File: src/core/bpat_defs.vh
// What this block does
// - Sixteen request lines, line zero highest priority
// - Processor lowest, no line; others lines 15..1
// - Top line only holds adjacent cycle sequences
// - Request at cycle start, sample higher late
// - Write exchange asserts top line to hold cycles
// - Loser keeps request, rechecks each cycle
// - Even parity over control fields and word
// - Check parity every cycle, flag odd parity
// - Tag 011 is command/address with commander code
// - 28-bit longword address, upper half control space
// - Decode 2048-longword window set by line number
// - Tag 000 read data; mask gives data type
// - Idle pattern never selects this node
// - Tag 101 write data follows command immediately
// - Tag 110 interrupt summary, level bits 7..4
// - Interrupt response is sent with tag 000
// - Tag 111 diagnostic; 001,010,100 never generated
// - Source code equals own request line number
// - Second code is first plus 16
// - Codes 16, 31, 0 reserved
// - Mask bits enable byte lanes
// - Read mask 0010..1111 means substitute data
// - Four time states per cycle; 50 ns / 20 ns rounds down to 2 clocks, so 40 ns each
// - Check and decode only latched values
`ifndef BPAT_DEFS_VH
`define BPAT_DEFS_VH
`define BPAT_TAG_RDATA 3'h0
`define BPAT_TAG_CMD 3'h3
`define BPAT_TAG_WDATA 3'h5
`define BPAT_TAG_ISUM 3'h6
`define BPAT_TAG_DIAG 3'h7
`define BPAT_MASK_NORMAL 4'h0
`define BPAT_MASK_CORR 4'h1
`define BPAT_MASK_SUBST 4'h2
`define BPAT_CTRL_BASE 28'h8000000
`define BPAT_WIN_BITS 11
`define BPAT_CODE_UNITPROC 5'h10
`define BPAT_CODE_DIAG 5'h1F
`define BPAT_CODE_SECOND_ADD 5'h10
`define BPAT_LVL_HI 7
`define BPAT_LVL_LO 4
`define BPAT_ADDR_HI 27
`define BPAT_FUNC_HI 31
`define BPAT_FUNC_LO 28
`define BPAT_STATE_NS 50
`define BPAT_CLK_NS 20
`define BPAT_STATE_CYC ((`BPAT_STATE_NS) / (`BPAT_CLK_NS))
`endif

File: src/core/bpat_node.v
`include "bpat_defs.vh"

// One node's arbitration, transmit and receive logic for the backplane.
// Time states advance on an internal divider; no bus slave is present.
module bpat_node #(
    parameter LINE_NUM = 4'h5,         // Own request line, 1..15
    parameter HAS_SECOND = 1'b0,       // Node answers a second code
    parameter STATE_CYC = `BPAT_STATE_CYC // Clocks per time state
) (
    input wire clk,                    // System clock
    input wire rst,                    // Async reset, active high
    input wire [15:0] req_lines_in,    // Sampled request lines
    output reg [15:0] req_lines_out,   // Request lines driven
    input wire [31:0] info_in,         // Information word in
    input wire [2:0] tag_in,           // Tag in
    input wire [4:0] code_in,          // Source/dest code in
    input wire [3:0] mask_in,          // Mask in
    input wire control_fields_parity_in, // Control parity in
    input wire info_word_parity_in,    // Word parity in
    output reg [31:0] info_out,        // Information word out
    output reg [2:0] tag_out,          // Tag out
    output reg [4:0] code_out,         // Source/dest code out
    output reg [3:0] mask_out,         // Mask out
    output reg control_fields_parity_out, // Control parity out
    output reg info_word_parity_out,   // Word parity out
    output reg drive_en,               // High while node drives path
    output reg time_state_zero,        // Pulse, start of cycle
    output reg time_state_two,         // Pulse, latches open
    output reg time_state_three,       // Pulse, latches close
    input wire xfer_req,               // Level: user wants a transfer
    input wire [1:0] xfer_kind,        // 0 read,1 write,2 isum,3 resp
    input wire [3:0] xfer_func,        // Function code for command
    input wire [27:0] xfer_addr,       // Longword address
    input wire [31:0] xfer_wdata,      // Write data or response word
    input wire [3:0] xfer_mask,        // Byte enables for write
    input wire xfer_use_second,        // Use second code
    output reg xfer_done,              // Pulse, last word driven
    output reg parity_err,             // Pulse, odd parity seen
    output reg sel_cmd,                // Pulse, command hits window
    output reg sel_rdata,              // Pulse, read data for us
    output reg [10:0] rx_offset,       // Window offset of command
    output reg [3:0] rx_func,          // Received function
    output reg [4:0] rx_code,          // Received commander code
    output reg [31:0] rx_word,         // Received word
    output reg [3:0] rx_lanes,         // Byte enables received
    output reg [1:0] rx_dtype          // 0 normal,1 corrected,2 subst
);

    // Transfer sequencing states
    localparam ST_IDLE = 2'h0;         // No request
    localparam ST_ARB = 2'h1;          // Requesting, awaiting win
    localparam ST_CMD = 2'h2;          // Driving first word
    localparam ST_DATA = 2'h3;         // Driving adjacent write word

    // Transfer kinds as coded on xfer_kind
    localparam KIND_READ = 2'h0;
    localparam KIND_WRITE = 2'h1;
    localparam KIND_ISUM = 2'h2;
    localparam KIND_RESP = 2'h3;

    // Line zero would give code 16 and line 15 code 31, both reserved,
    // so the second code is only honoured on lines 1..14
    localparam SECOND_OK = (HAS_SECOND != 0) && (LINE_NUM >= 1) &&
        (LINE_NUM <= 14);

    // Even parity: the bit makes the group's count of ones even
    function even_par32;
        input [31:0] v;
        begin
            even_par32 = ^v;
        end
    endfunction

    // Same rule over the tag, code and mask fields
    function even_par12;
        input [11:0] v;
        begin
            even_par12 = ^v;
        end
    endfunction

    reg [7:0] div_reg;                 // Clocks within a time state
    reg [1:0] phase_reg;               // Current time state
    reg [1:0] st_reg;                  // Transfer state
    reg [31:0] lat_info_reg;           // Receive latches
    reg [2:0] lat_tag_reg;
    reg [4:0] lat_code_reg;
    reg [3:0] lat_mask_reg;
    reg lat_cpar_reg;                  // Latched control parity
    reg lat_wpar_reg;                  // Latched word parity
    reg [4:0] own_code_reg;            // Code used for this transfer
    reg [1:0] kind_reg;                // Kind of this transfer

    wire state_end;
    wire [15:0] higher_mask;
    wire higher_busy;
    wire [4:0] first_code;
    wire [4:0] second_code;
    wire [27:0] win_base;

    assign state_end = (div_reg == STATE_CYC[7:0] - 8'h01);
    // Lines below our own number have higher priority
    assign higher_mask = (16'h0001 << LINE_NUM) - 16'h0001;
    assign higher_busy = |(req_lines_in & higher_mask);
    assign first_code = {1'b0, LINE_NUM[3:0]};
    assign second_code = first_code + `BPAT_CODE_SECOND_ADD;
    // Control window base selected by line number
    assign win_base = `BPAT_CTRL_BASE
        | ({24'h0, LINE_NUM[3:0]} << `BPAT_WIN_BITS);

    // Time-state sequencer: four equal states per bus cycle
    // Pulses are registered with the phase, so each is high in its state's first clock
    always @(posedge clk or posedge rst) begin
        if (rst) begin
            div_reg <= 8'h00;
            phase_reg <= 2'h0;
            time_state_zero <= 1'b0;
            time_state_two <= 1'b0;
            time_state_three <= 1'b0;
        end else begin
            time_state_zero <= 1'b0;
            time_state_two <= 1'b0;
            time_state_three <= 1'b0;
            if (state_end) begin
                div_reg <= 8'h00;
                phase_reg <= phase_reg + 2'h1;
                time_state_zero <= (phase_reg == 2'h3);
                time_state_two <= (phase_reg == 2'h1);
                time_state_three <= (phase_reg == 2'h2);
            end else begin
                div_reg <= div_reg + 8'h01;
            end
        end
    end

    // Receive latches follow the lines in state two, freeze in three
    // Nothing downstream reads the lines directly, only these latches
    always @(posedge clk or posedge rst) begin
        if (rst) begin
            lat_info_reg <= 32'h00000000;
            lat_tag_reg <= 3'h0;
            lat_code_reg <= 5'h00;
            lat_mask_reg <= 4'h0;
            lat_cpar_reg <= 1'b0;
            lat_wpar_reg <= 1'b0;
        end else if (phase_reg == 2'h2) begin
            lat_info_reg <= info_in;
            lat_tag_reg <= tag_in;
            lat_code_reg <= code_in;
            lat_mask_reg <= mask_in;
            lat_cpar_reg <= control_fields_parity_in;
            lat_wpar_reg <= info_word_parity_in;
        end
    end

    // Check and decode from latched values, once per cycle in state three
    always @(posedge clk or posedge rst) begin
        if (rst) begin
            parity_err <= 1'b0;
            sel_cmd <= 1'b0;
            sel_rdata <= 1'b0;
            rx_offset <= 11'h000;
            rx_func <= 4'h0;
            rx_code <= 5'h00;
            rx_word <= 32'h00000000;
            rx_lanes <= 4'h0;
            rx_dtype <= 2'h0;
        end else begin
            parity_err <= 1'b0;
            sel_cmd <= 1'b0;
            sel_rdata <= 1'b0;
            if (time_state_three) begin
                // Idle all-zero path passes this check too
                parity_err <= (even_par12({lat_tag_reg, lat_code_reg,
                    lat_mask_reg}) != lat_cpar_reg)
                    | (even_par32(lat_info_reg) != lat_wpar_reg);
                rx_word <= lat_info_reg;
                rx_code <= lat_code_reg;
                rx_lanes <= lat_mask_reg;
                if (lat_tag_reg == `BPAT_TAG_CMD &&
                    lat_info_reg[`BPAT_ADDR_HI:`BPAT_WIN_BITS] ==
                    win_base[`BPAT_ADDR_HI:`BPAT_WIN_BITS]) begin
                    // Commands for our window: offset and function out
                    sel_cmd <= 1'b1;
                    rx_offset <= lat_info_reg[10:0];
                    rx_func <= lat_info_reg[`BPAT_FUNC_HI:`BPAT_FUNC_LO];
                end
                // Reserved code 0 keeps the idle bus from selecting us
                if (lat_tag_reg == `BPAT_TAG_RDATA &&
                    lat_code_reg != 5'h00 &&
                    (lat_code_reg == first_code || (SECOND_OK &&
                    lat_code_reg == second_code))) begin
                    // Either code may return in any order
                    sel_rdata <= 1'b1;
                    if (lat_mask_reg == `BPAT_MASK_NORMAL) begin
                        rx_dtype <= 2'h0;
                    end else if (lat_mask_reg == `BPAT_MASK_CORR) begin
                        rx_dtype <= 2'h1;
                    end else begin
                        rx_dtype <= 2'h2;
                    end
                end
            end
        end
    end

    // Arbitration and transmit sequencing
    always @(posedge clk or posedge rst) begin
        if (rst) begin
            st_reg <= ST_IDLE;
            req_lines_out <= 16'h0000;
            info_out <= 32'h00000000;
            tag_out <= 3'h0;
            code_out <= 5'h00;
            mask_out <= 4'h0;
            control_fields_parity_out <= 1'b0;
            info_word_parity_out <= 1'b0;
            drive_en <= 1'b0;
            xfer_done <= 1'b0;
            own_code_reg <= 5'h00;
            kind_reg <= 2'h0;
        end else begin
            xfer_done <= 1'b0;
            case (st_reg)
                ST_IDLE: begin
                    // Raise own line at the start of a cycle
                    if (time_state_zero && xfer_req) begin
                        req_lines_out <= 16'h0001 << LINE_NUM;
                        kind_reg <= xfer_kind;
                        own_code_reg <= (SECOND_OK && xfer_use_second)
                            ? second_code : first_code;
                        st_reg <= ST_ARB;
                    end
                end
                ST_ARB: begin
                    // Loser keeps line up and retries in the next cycle
                    // Winner drives the path from the next cycle start
                    if (time_state_three && !higher_busy) begin
                        st_reg <= ST_CMD;
                    end
                end
                ST_CMD: begin
                    if (time_state_zero) begin
                        drive_en <= 1'b1;
                        mask_out <= 4'h0;
                        code_out <= own_code_reg;
                        // Own line drops; top line held for write only
                        req_lines_out <= (kind_reg == KIND_WRITE)
                            ? 16'h0001 : 16'h0000;
                        case (kind_reg)
                            KIND_WRITE, KIND_READ: begin
                                tag_out <= `BPAT_TAG_CMD;
                                info_out <= {xfer_func, xfer_addr};
                                mask_out <= xfer_mask;
                            end
                            KIND_ISUM: begin
                                tag_out <= `BPAT_TAG_ISUM;
                                info_out <= {24'h0, xfer_wdata[7:4],
                                    4'h0};
                            end
                            default: begin
                                tag_out <= `BPAT_TAG_RDATA;
                                info_out <= xfer_wdata;
                            end
                        endcase
                        if (kind_reg == KIND_WRITE) begin
                            st_reg <= ST_DATA;
                        end else begin
                            xfer_done <= 1'b1;
                            st_reg <= ST_IDLE;
                        end
                    end
                end
                ST_DATA: begin
                    // Write data in the very next cycle
                    // Line zero drops here, so only one extra cycle is held
                    if (time_state_zero) begin
                        tag_out <= `BPAT_TAG_WDATA;
                        info_out <= xfer_wdata;
                        mask_out <= xfer_mask;
                        req_lines_out <= 16'h0000;
                        xfer_done <= 1'b1;
                        st_reg <= ST_IDLE;
                    end
                end
                default: st_reg <= ST_IDLE;
            endcase
            // Release path at the cycle start after the last word (one cycle, two for a write)
            if (time_state_zero && st_reg != ST_CMD &&
                st_reg != ST_DATA) begin
                drive_en <= 1'b0;
                info_out <= 32'h00000000;
                tag_out <= 3'h0;
                code_out <= 5'h00;
                mask_out <= 4'h0;
            end
            // Parity tracks whatever the outputs will carry
            // It lags the fields by one clock; receivers latch far later
            control_fields_parity_out <=
                even_par12({tag_out, code_out, mask_out});
            info_word_parity_out <= even_par32(info_out);
        end
    end

endmodule // bpat_node

File: config.mk
export PLATFORM = sky130hd
export DESIGN_NAME = bpat_node
export DESIGN_NICKNAME = d
export VERILOG_FILES = /design/src/core/bpat_node.v
export VERILOG_INCLUDE_DIRS = /design/src /design/src/core
export SDC_FILE = /design/constraint.sdc
export NUM_CORES = 1
export LEC_CHECK = 0
export ABC_AREA = 1
export BUFFER_PORTS_ARGS = -buffer_cell sky130_fd_sc_hd__buf_2
export CORE_MARGIN = 3
export CORE_UTILIZATION = 55
export DETAILED_ROUTE_END_ITERATION = 8
export GPL_TIMING_DRIVEN = 0
export PLACE_DENSITY = 0.86
export SLEW_MARGIN = 40
export SYNTH_ARGS = -nofsm -noshare
export SYNTH_HDL_FRONTEND = slang
export SYNTH_SLANG_ARGS = --single-unit
File: constraint.sdc
create_clock -name clk -period 10.1 [get_ports clk]
set_clock_uncertainty 0.05 [all_clocks]
set_input_delay 1.01 -clock clk [delete_from_list [all_inputs] [get_ports clk]]
set_output_delay 1.01 -clock clk [all_outputs]
set_load 0.05 [all_outputs]
==> insert_results.sql, run 1 <==
INSERT INTO impl_metrics (metric_group, metric, value, unit) VALUES
('floorplanning', 'design.core.area', '0.0140', 'mm²'),
('synthesis', 'synth_edf_count', '0', ''),
('cts', 'clock_tree.buffer_depth', '2', ''),
('cts', 'tritoncts_num_sinks', '171', ''),
('setup_path', 'startpoint_type', 'flip-flop', ''),
('cts', 'cts-resized-gates', '0', ''),
('power_and_ir_drop', 'ratio_of_total_power_to_cell_area', '261', 'mW/mm²'),
('timing', 'finalHoldViolCount', '0', ''),
('setup_path', 'crit_path_max_incr_delay', '0.41', 'ns'),
('timing', 'setup_repair_after_global_routing_missed_its_margin', 'false', ''),
('detailed_routing', 'routed_wl', '21900', 'µm'),
('setup_path', 'timing.critical_path.required', '9.04', 'ns'),
('layout', 'most_common_library_cell_in_the_layout_ignoring_fill_and_taps', 'nand2_1', ''),
('cts', 'number_of_h_tree_levels', '4', ''),
('synthesis', 'postSynthRegisterBits', '171', ''),
('synthesis', 'avgSynthCellArea', '8.89', 'µm²'),
('detailed_routing', 'route.detailed.vias_per_inst', '5.24', ''),
('synthesis', 'postSynth.topFlopCell', 'dfrtp_1', ''),
('global_route', 'globalRouteOverflowTotal', '0', ''),
('synthesis', 'synth.distinct_cells', '31', ''),
('layout', 'syn_to_final_growth', '26.5', '%'),
('global_route', 'grt_first_pass_wirelength', '35100', 'µm'),
('detailed_routing', 'drt.antenna.violating_nets', '0', ''),
('power_and_ir_drop', 'p_leak', '5.52', 'nW'),
('global_route', 'first_global_vias', '7107', ''),
('cts', 'cts-buffers-inserted', '17', ''),
('timing', 'finalMaxSlewViolations', '0', ''),
('detailed_routing', 'firstDrtPassIters', '5', ''),
('synthesis', 'synth_cells', '901', ''),
('setup_path', 'setup.worst_path.class', 'reg2out', ''),
('global_route', 'grt_antenna_before_repair', '1', ''),
('place', 'preCtsSetupSlack', '7.96', 'ns'),
('timing', 'finalCritPeriodShare', '0.224', ''),
('floorplanning', 'die-height', '127', 'µm'),
('power_and_ir_drop', 'total_power', '2.64', 'mW'),
('cts', 'cts_tree', 'built', ''),
('timing', 'setup_tns', '0', 'ns'),
('place', 'number_of_i_o_port_buffers', '234', ''),
('floorplanning', 'dieWidth', '127', 'µm'),
('cts', 'cts_setup_buffers', '0', ''),
('synthesis', 'async_flop_share', '1.00', ''),
('detailed_routing', 'routedWlPerCell', '16.0', 'µm'),
('detailed_routing', 'drt_iter0_markers', '481', ''),
('layout', 'post-route-cell-area', '0.0101', 'mm²'),
('setup_path', 'timing.critical_path.arrival', '1.20', 'ns'),
('global_route', 'pin_count_of_the_biggest_net_entering_global_routing', '67', ''),
('cts', 'cts-hold-fix-buffers', '0', ''),
('power_and_ir_drop', 'power_frac_comb', '0.417', ''),
('worst_hold_path', 'hold_class', 'reg2reg', ''),
('floorplanning', 'boundaryPins', '264', ''),
('timing', 'relative_slew_slack', '0.630', ''),
('setup_path', 'critPathCaptureType', 'primary output', ''),
('run_status', 'status', 'finished clean', ''),
('detailed_routing', 'detail_route.drc_violations', '0', ''),
('layout', 'num_antenna_cells', '0', ''),
('power_and_ir_drop', 'part_of_the_total_power_dissipated_in_the_clock_network', '0.252', ''),
('power_and_ir_drop', 'p_seq_frac', '0.331', ''),
('timing', 'setup_slack_after_layout', '7.84', 'ns'),
('setup_path', 'worstPathCellList', 'buf_4 > buf_2', ''),
('place', 'place.detailed.hpwl', '16100', 'µm'),
('power_and_ir_drop', 'power_switching', '1.08', 'mW'),
('synthesis', 'mapped_cell_area', '0.00801', 'mm²'),
('detailed_routing', 'dr_total_vias', '7151', ''),
('timing', 'layout_min_cycle_time', '2.26', 'ns'),
('layout', 'fin_util', '0.721', ''),
('timing', 'hold_worst_slack', '0.401', 'ns'),
('layout', 'drive_gt1_frac', '0.256', ''),
('setup_path', 'cp_max_fo', '3', ''),
('place', 'dp.cells', '1333', ''),
('power_and_ir_drop', 'internal-power', '1.56', 'mW'),
('layout', 'final_net_count', '1320', '');
-- power by group through the flow --
stage / Clock (mW) / Sequential (mW) / Combinational, mW
5_1_grt: 0.704 / 0.887 / 1.18
6_report: 0.665 / 0.876 / 1.10
3_5_place_dp: 0 / 0.885 / 1.09
4_1_cts: 0.673 / 0.874 / 1.10
3_3_place_gp: 0 / 0.879 / 1.05
2_1_floorplan: 0 / 1.16 / 0.559
-- final cells by class --
class | instances | area (µm²)
multi-input combinational | 596 | 3150
sequential | 171 | 4280
tap | 180 | 225
buffer | 52 | 275
fill | 1056 | 3910
clock inverter | 14 | 171
inverter | 98 | 375
timing repair buffer | 236 | 1230
clock buffer | 18 | 429
-- critical path, delay by kind of cell (launching register included) --
kind	cells	cell delay [ns]
DFF	1	0.41
buffers and inverters	2	0.38
-- logic make-up after synthesis --
group / after synthesis / synth area share
and+or+nand+nor: 329 / 0.162
adders and majority gates: 12 / 0.0187
buffers and inverters: 150 / 0.0803
AOI/OAI and AO/OA: 183 / 0.143
DFF: 171 / 0.534
other: 1 / 0.000468
xor gates and xnor gates: 55 / 0.0620
-- layer usage --
metal | vias up | share of wire | track usage
li1 | 3403 | - | -
met1 | 3415 | 0.40 | 0.346
met2 | 274 | 0.50 | 0.471
met3 | 57 | 0.066 | 0.0459
met4 | 2 | 0.030 | 0.116
met5 | - | 0.00059 | 0
-- Yosys cell counts (all sizes together) (5+ instances only) --
| library cell | count | area [µm²] |
|---|---|---|
| buf | 27 | 180 |
| ha | 12 | 150 |
| nand2 | 261 | 980 |
| nand3 | 17 | 85.1 |
| inv | 97 | 364 |
| xor2 | 15 | 131 |
| dfrtp | 171 | 4280 |
| nor3 | 5 | 25.0 |
| o21ai | 120 | 601 |
| a22o | 57 | 500 |
| xnor2 | 40 | 365 |
| clkbuf | 25 | 95.1 |
| nor2 | 40 | 153 |
-- path summary, 6_finish.rpt --
kind	cells past startpoint	from	to	slack, ns
worst max-delay path	2	code_out[0]	code_out[2]	7.84
worst min-delay path	2	own_code_reg[0]	own_code_reg[0]	0.40
worst max register to register	7	phase_reg[0]	lat_info_reg[27]	8.20
worst min register to register	2	own_code_reg[0]	own_code_reg[0]	0.40
max in group asynchronous	3	rst	lat_info_reg[27]	8.85
min in group asynchronous	2	rst	lat_info_reg[4]	0.52
Power figures use the tool's default switching activity.
==> run 2, diff against run 1 <==
- CORE_UTILIZATION: 55 -> 46
- PLACE_DENSITY: 0.86 -> 0.77
- clock period: 10.1 -> 1.9 ns (I/O delays scaled with it)
==> run 2 against run 1 <==
  * Largest cell class unchanged
  * Flip-flop and latch count stayed put
  * Worst hold slack worse by 0.37 ns
  * Combinational power grew to 5.4 times the previous value
  * Register-to-register slack worse by 8.1 ns
  * Power grew to 5.3 times the previous value
  * Die area is 19% higher
  * Global-route usage is 3.1 points lower
  * Utilization is 7.1 points lower
  * Setup slack worse by 7.7 ns
  * Highest routed layer is now met4
  * Cell area is 8.0% higher
  * Cell count is 7.7% higher
  * Non-clock buffer count is 65 higher
==> insert_results.sql, run 2 (synthesis results as in run 1) <==
INSERT INTO impl_metrics (metric_group, metric, value, unit) VALUES
('floorplanning', 'boundaryPins', '264', ''),
('worst_hold_path', 'hold_class', 'in2reg', ''),
('global_route', 'first_global_vias', '7445', ''),
('detailed_routing', 'drt_iter0_markers', '455', ''),
('detailed_routing', 'dr_total_vias', '7470', ''),
('detailed_routing', 'firstDrtPassIters', '7', ''),
('setup_path', 'worst-path-buf-inv', '3', ''),
('global_route', 'all_layer_gr_usage', '0.244', ''),
('global_route', 'pin_count_of_the_biggest_net_entering_global_routing', '25', ''),
('floorplanning', 'die-height', '138', 'µm'),
('setup_path', 'worstPathCellList', 'inv_1 > ha_1 > clkbuf_1 > inv_1 > nand2_1 > nand2_1', ''),
('cts', 'worst_skew_pair.late_latency', '0.43', 'ns'),
('setup_path', 'crit_path_max_incr_delay', '0.42', 'ns'),
('timing', 'final-setup-viol-count', '0', ''),
('run_status', 'status', 'finished clean', ''),
('setup_path', 'cp_max_fo', '10', ''),
('power_and_ir_drop', 'p_leak', '5.85', 'nW'),
('power_and_ir_drop', 'power.ir.vdd_worst', '1.08', 'mV'),
('cts', 'cts-buffers-inserted', '17', ''),
('setup_path', 'cpLargestDelayFamily', 'buffers and inverters', ''),
('setup_path', 'critPathSlowestCell', 'dfrtp_1', ''),
('layout', 'most_common_library_cell_in_the_layout_ignoring_fill_and_taps', 'nand2_1', ''),
('timing', 'finalCritPeriodShare', '0.924', ''),
('detailed_routing', 'routed_wl', '23000', 'µm'),
('setup_path', 'critPathCaptureType', 'flip-flop', ''),
('global_route', 'globalRouteOverflowTotal', '0', ''),
('setup_path', 'timing.critical_path.arrival', '2.03', 'ns'),
('floorplanning', 'initial_core_utilization', '0.476', ''),
('cts', 'clkSlewWorstSetupHoldPaths', '0.07', 'ns'),
('detailed_routing', 'drt.antenna.violating_nets', '0', ''),
('cts', 'number_of_h_tree_levels', '4', ''),
('layout', 'final_net_count', '1385', ''),
('timing', 'relative_slew_slack', '0.631', ''),
('place', 'gpl.final_weighted_congestion', '0.816', ''),
('power_and_ir_drop', 'ratio_of_total_power_to_cell_area', '1280', 'mW/mm²'),
('floorplanning', 'fp.dieArea', '0.0190', 'mm²'),
('timing', 'fmax', '570', 'MHz'),
('global_route', 'grt_first_pass_wirelength', '36100', 'µm'),
('flow_run', 'cap_violations', '0', ''),
('floorplanning', 'design.core.area', '0.0168', 'mm²'),
('detailed_routing', 'routedWlPerCell', '15.6', 'µm'),
('power_and_ir_drop', 'total_power', '14.0', 'mW'),
('setup_path', 'startpoint_type', 'flip-flop', ''),
('place', 'place.detailed.hpwl', '16800', 'µm'),
('timing', 'finalHoldViolCount', '0', ''),
('place', 'number_of_i_o_port_buffers', '234', ''),
('cts', 'clock_tree.buffer_depth', '2', ''),
('detailed_routing', 'detail_route.drc_violations', '0', ''),
('place', 'preCtsSetupSlack', '0.0388', 'ns'),
('cts', 'tritoncts_num_sinks', '171', ''),
('timing', 'worstMarginPinSlew', '0.553', 'ns'),
('timing', 'layout_min_cycle_time', '1.76', 'ns'),
('layout', 'num_antenna_cells', '0', ''),
('timing', 'finalMaxSlewViolations', '0', ''),
('global_route', 'grt_antenna_before_repair', '0', ''),
('setup_path', 'timing.critical_path.required', '2.18', 'ns'),
('cts', 'cts-root-buf', 'clkbuf_16', ''),
('layout', 'most_used_cells_in_the_layout_excluding_fill_and_tap_cells', '261 x nand2_1, 243 x buf_2, 171 x dfrtp_1', ''),
('timing', 'setup_repair_after_global_routing_missed_its_margin', 'false', ''),
('setup_path', 'setup.worst_path.class', 'reg2reg', ''),
('timing', 'setup_slack_after_layout', '0.144', 'ns'),
('floorplanning', 'placement_rows', '47', ''),
('detailed_routing', 'route.detailed.vias_per_inst', '5.08', ''),
('layout', 'drive_gt1_frac', '0.250', ''),
('layout', 'syn_to_final_growth', '36.6', '%'),
('floorplanning', 'dieWidth', '138', 'µm'),
('cts', 'cts_tree', 'built', '');
-- run 2: where the power goes --
part           switching (mW)  total [mW]  leakage [nW]  internal (mW)
sequential              0.467        4.65          2.12           4.18
combinational            3.76        5.91          3.45           2.16
clock                    1.68        3.45         0.284           1.77
total                    5.90        14.0          5.85           8.11
-- run 2: worst register-to-register path, cell delays in order, from the launching register on --
cell,delay [ns]
dfrtp_1,0.42
inv_1,0.07
ha_1,0.38
clkbuf_1,0.40
inv_1,0.18
nand2_1,0.10
nand2_1,0.05
-- run 2: final cells by class --
type | count | area [µm²]
fill | 1346 | 5880
clock buffer | 17 | 425
multi-input combinational | 596 | 3150
tap | 220 | 275
timing repair buffer | 302 | 1990
clock inverter | 15 | 169
sequential | 171 | 4280
inverter | 98 | 372
buffer | 51 | 274
-- run 2: stage by stage --
stage | hold slack, ns | instance area [µm²] | setup TNS (ns) | util | std cells
final | 0.0310 | 10900 | 0 | 0.650 | 1470
after global routing | 0.0386 | 10900 | 0 | 0.650 | 1470
after CTS | 0.0149 | 10900 | 0 | 0.650 | 1471
after detailed placement | 0.177 | 9740 | 0 | 0.579 | 1379
after global placement | 0.345 | 9520 | -271.67 | 0.566 | 1371
after floorplan | 0.257 | 8070 | -89.38 | - | 917
-- run 2: what timing repair did --
action                     4_1_cts  5_1_grt
hold buffers                    60        0
setup buffers                    0        0
setup endpoints to repair        0       53
resized for setup                0        5
hold endpoints to repair        69        0
-- run 2: worst paths after layout --
check	slack, ns	from	endpoint	cells past startpoint
worst min-delay path	0.03	xfer_wdata[7]	info_out[7]	3
worst min register to register	0.40	own_code_reg[0]	own_code_reg[0]	2
worst max-delay path	0.14	phase_reg[0]	lat_code_reg[4]	6
min in group asynchronous	0.27	rst	div_reg[3]	3
worst max register to register	0.14	phase_reg[0]	lat_code_reg[4]	6
max in group asynchronous	0.54	rst	rx_offset[9]	7
-- run 2: metal layers --
metal | wire [µm] | track usage | vias to the layer above | share of wire
li1 | - | - | 3549 | -
met1 | 9270 | 0.296 | 3594 | 0.40
met4 | 615 | 0.0906 | 0 | 0.027
met2 | 11600 | 0.426 | 280 | 0.51
met3 | 1460 | 0.0519 | 47 | 0.063
met5 | 0 | 0 | - | 0
==> run 3, diff against run 2 <==
- ABC_AREA: 1 -> 0
- CORE_UTILIZATION: 46 -> 45
- PLACE_DENSITY: 0.77 -> 0.76
- RECOVER_POWER: unset -> 100
==> run 3 against run 2 <==
  * The run now ends with setup timing left
  * Sequential power fell by 12%
  * Global-route usage decreased by 2.4 points
  * Critical endpoint is now rx_offset[3]
  * Power fell by 29%
  * Cell area is 3.2% lower
  * Critical path depth is 1 lower
==> insert_results.sql, run 3 <==
INSERT INTO impl_metrics (metric_group, metric, value, unit) VALUES
('synthesis', 'synth.yosys.seq_area_share', '0.563', ''),
('synthesis', 'yosys_warnings', '0', ''),
('timing', 'setup_tns', '-0.186', 'ns'),
('synthesis', 'postSynthRegisterBits', '171', ''),
('timing', 'layout_min_cycle_time', '1.92', 'ns'),
('synthesis', 'synth-compound-area-share', '0.0923', ''),
('synthesis', 'post_synth_fa_ha_maj_area_fraction', '0.0197', ''),
('synthesis', 'async_flop_share', '1.00', ''),
('floorplanning', 'placement_rows', '46', ''),
('timing', 'setup_repair_after_global_routing_missed_its_margin', 'true', ''),
('detailed_routing', 'route.detailed.vias_per_inst', '4.98', ''),
('timing', 'finalHoldViolCount', '0', ''),
('cts', 'tritoncts_num_sinks', '171', ''),
('floorplanning', 'initial_core_utilization', '0.469', ''),
('synthesis', 'avgSynthCellArea', '13.1', 'µm²'),
('cts', 'cts_tree', 'built', ''),
('detailed_routing', 'drt.antenna.violating_nets', '0', ''),
('flow_run', 'cap_violations', '0', ''),
('setup_path', 'cp_max_fo', '5', ''),
('cts', 'cts-root-buf', 'clkbuf_16', ''),
('detailed_routing', 'routedWlPerCell', '17.8', 'µm'),
('timing', 'final-setup-viol-count', '15', ''),
('power_and_ir_drop', 'power.ir.vdd_worst', '0.597', 'mV'),
('cts', 'cts-buffers-inserted', '17', ''),
('global_route', 'grt_first_pass_wirelength', '31600', 'µm'),
('global_route', 'grt_antenna_before_repair', '1', ''),
('timing', 'finalCritPeriodShare', '1.01', ''),
('layout', 'drive_gt1_frac', '0.349', ''),
('power_and_ir_drop', 'ratio_of_total_power_to_cell_area', '936', 'mW/mm²'),
('layout', 'final_net_count', '1077', ''),
('synthesis', 'postSynth.topFlopCell', 'dfrtp_1', ''),
('synthesis', 'mapped_cell_area', '0.00761', 'mm²'),
('place', 'place.detailed.hpwl', '14800', 'µm'),
('detailed_routing', 'detail_route.drc_violations', '0', ''),
('power_and_ir_drop', 'p_leak', '4.77', 'nW'),
('setup_path', 'setup.worst_path.class', 'reg2reg', ''),
('synthesis', 'synth.top_cells.by_count', '171 x dfrtp_1, 96 x mux2_2, 72 x xnor2_1, 33 x o2bb2ai_1, 28 x a22oi_1', ''),
('cts', 'clkSlewWorstSetupHoldPaths', '0.07', 'ns'),
('place', 'number_of_i_o_port_buffers', '234', ''),
('global_route', 'globalRouteOverflowTotal', '0', ''),
('power_and_ir_drop', 'total_power', '9.91', 'mW'),
('setup_path', 'startpoint_type', 'flip-flop', ''),
('setup_path', 'timing.critical_path.required', '2.15', 'ns'),
('synthesis', 'netlist.area_leader.share', '0.563', ''),
('detailed_routing', 'routed_wl', '20700', 'µm'),
('detailed_routing', 'dr_total_vias', '5775', ''),
('setup_path', 'beginning_of_the_critical_path', 'lat_info_reg[15]', ''),
('synthesis', 'post-synth-top-count-cell', 'dfrtp_1', ''),
('run_status', 'status', 'finished with violations', ''),
('global_route', 'all_layer_gr_usage', '0.219', ''),
('setup_path', 'rr_startpoint', 'lat_info_reg[15]', ''),
('timing', 'relative_slew_slack', '0.269', ''),
('synthesis', 'synthTopCellsByArea', 'dfrtp_1 56%, mux2_2 14%, xnor2_1 8.3%', ''),
('timing', 'hold_worst_slack', '0.0150', 'ns'),
('global_route', 'pin_count_of_the_biggest_net_entering_global_routing', '26', ''),
('synthesis', 'synthMuxAreaShare', '0.147', ''),
('layout', 'most_used_cells_in_the_layout_excluding_fill_and_tap_cells', '162 x dfrtp_1, 125 x buf_2, 124 x clkbuf_1', ''),
('worst_hold_path', 'hp-start', 'xfer_wdata[6]', ''),
('synthesis', 'dominant_combinational_cell_family_by_area_after_synthesis', 'multiplexers', ''),
('timing', 'worstMarginPinSlew', '1.09', 'ns'),
('place', 'gpl.final_weighted_congestion', '0.858', ''),
('synthesis', 'synth_cells', '580', ''),
('timing', 'fmax', '521', 'MHz'),
('cts', 'worst_skew_pair.late_latency', '0.43', 'ns'),
('synthesis', 'synth_simple_gate_area_frac', '0.0388', ''),
('timing', 'setup_slack_after_layout', '-0.0205', 'ns'),
('floorplanning', 'design.core.area', '0.0162', 'mm²'),
('floorplanning', 'boundaryPins', '264', ''),
('timing', 'finalMaxSlewViolations', '0', ''),
('detailed_routing', 'firstDrtPassIters', '4', ''),
('layout', 'most_common_library_cell_in_the_layout_ignoring_fill_and_taps', 'dfrtp_1', ''),
('run_status', 'violations', 'setup timing', ''),
('cts', 'number_of_h_tree_levels', '4', ''),
('floorplanning', 'fp.dieArea', '0.0185', 'mm²'),
('cts', 'clock_tree.buffer_depth', '2', ''),
('detailed_routing', 'drt_iter0_markers', '281', ''),
('synthesis', 'synth_top_cell_by_area', 'dfrtp_1', ''),
('setup_path', 'critPathCaptureType', 'flip-flop', ''),
('synthesis', 'xor_and_xnor_area_share_after_synthesis', '0.0974', ''),
('layout', 'fin_util', '0.652', ''),
('synthesis', 'synth_edf_count', '0', ''),
('floorplanning', 'dieWidth', '136', 'µm'),
('global_route', 'first_global_vias', '6027', ''),
('worst_hold_path', 'hold_class', 'in2reg', ''),
('setup_path', 'timing.critical_path.arrival', '2.17', 'ns'),
('layout', 'syn_to_final_growth', '39.2', '%'),
('floorplanning', 'die-height', '136', 'µm'),
('synthesis', 'synth.distinct_cells', '43', '');
[run 3: power by group]
group	switching, mW	internal [mW]
Sequential	0.220	3.88
Combinational	1.47	0.960
Clock	1.50	1.88
[run 3: area by class of cell]
class	instances	area, µm²
inverters	17	65.1
flip-flops and latches	171	4290
well taps	216	270
clock inverters	12	126
repair buffers	317	1870
multi-input cells	362	3260
plain buffers	43	250
diodes	1	2.50
fillers	1233	5640
clock buffers	20	447
[run 3: cells by family (layout without fill, tap and decap cells)]
| logic type | after synthesis | in the layout |
|---|---|---|
| AOI/OAI and AO/OA | 93 | 93 |
| xor gates and xnor gates | 83 | 83 |
| adders and majority gates | 12 | 12 |
| buffers and inverters | 63 | 409 |
| DFF | 171 | 171 |
| muxes | 100 | 100 |
| other | 1 | 18 |
| and+or+nand+nor | 57 | 57 |
[run 3: layer usage]
layer  wire (µm)  vias to the layer above  global-route usage
met5           0                        -                   0
met1        8190                     2826               0.261
met2       10400                      218               0.382
li1            -                     2705                   -
met4         427                        0              0.0739
met3        1610                       26              0.0633
[run 3: final timing paths]
check	to	slack, ns	cells after the start
setup / recovery	rx_offset[3]	-0.02	5
hold / removal	info_out[6]	0.01	3
setup reg to reg	rx_offset[3]	-0.02	5
hold reg to reg	own_code_reg[0]	0.43	1
max in group asynchronous	lat_info_reg[0]	0.17	7
min in group asynchronous	req_lines_out[0]	0.20	3
[run 3: worst max-delay path, stage by stage (launching register included)]
cell and delay, ns:
dfrtp_1 0.43, nor4b_2 0.29, nand2_1 0.14, nor3_4 0.36, buf_6 0.21, mux2_4 0.30
[run 3: per-stage QoR]
step / setup WS (ns) / cell area, µm² / std cells
3_3_place_gp: -1.58 / 9110 / 1046
6_report: -0.0205 / 10600 / 1159
2_1_floorplan: -0.523 / 7670 / 596
5_1_grt: -0.0690 / 10600 / 1159
3_5_place_dp: -0.340 / 9300 / 1054
4_1_cts: -0.0903 / 10600 / 1155
[run 3: timing repair]
action                                  CTS  global route
endpoints found under the setup margin   78            49
hold buffers                             62             1
gates resized for setup                  22            41
setup buffers                             7             4
pin swaps                                 5            15
cloned                                    1             0
hold endpoints to repair                105             1
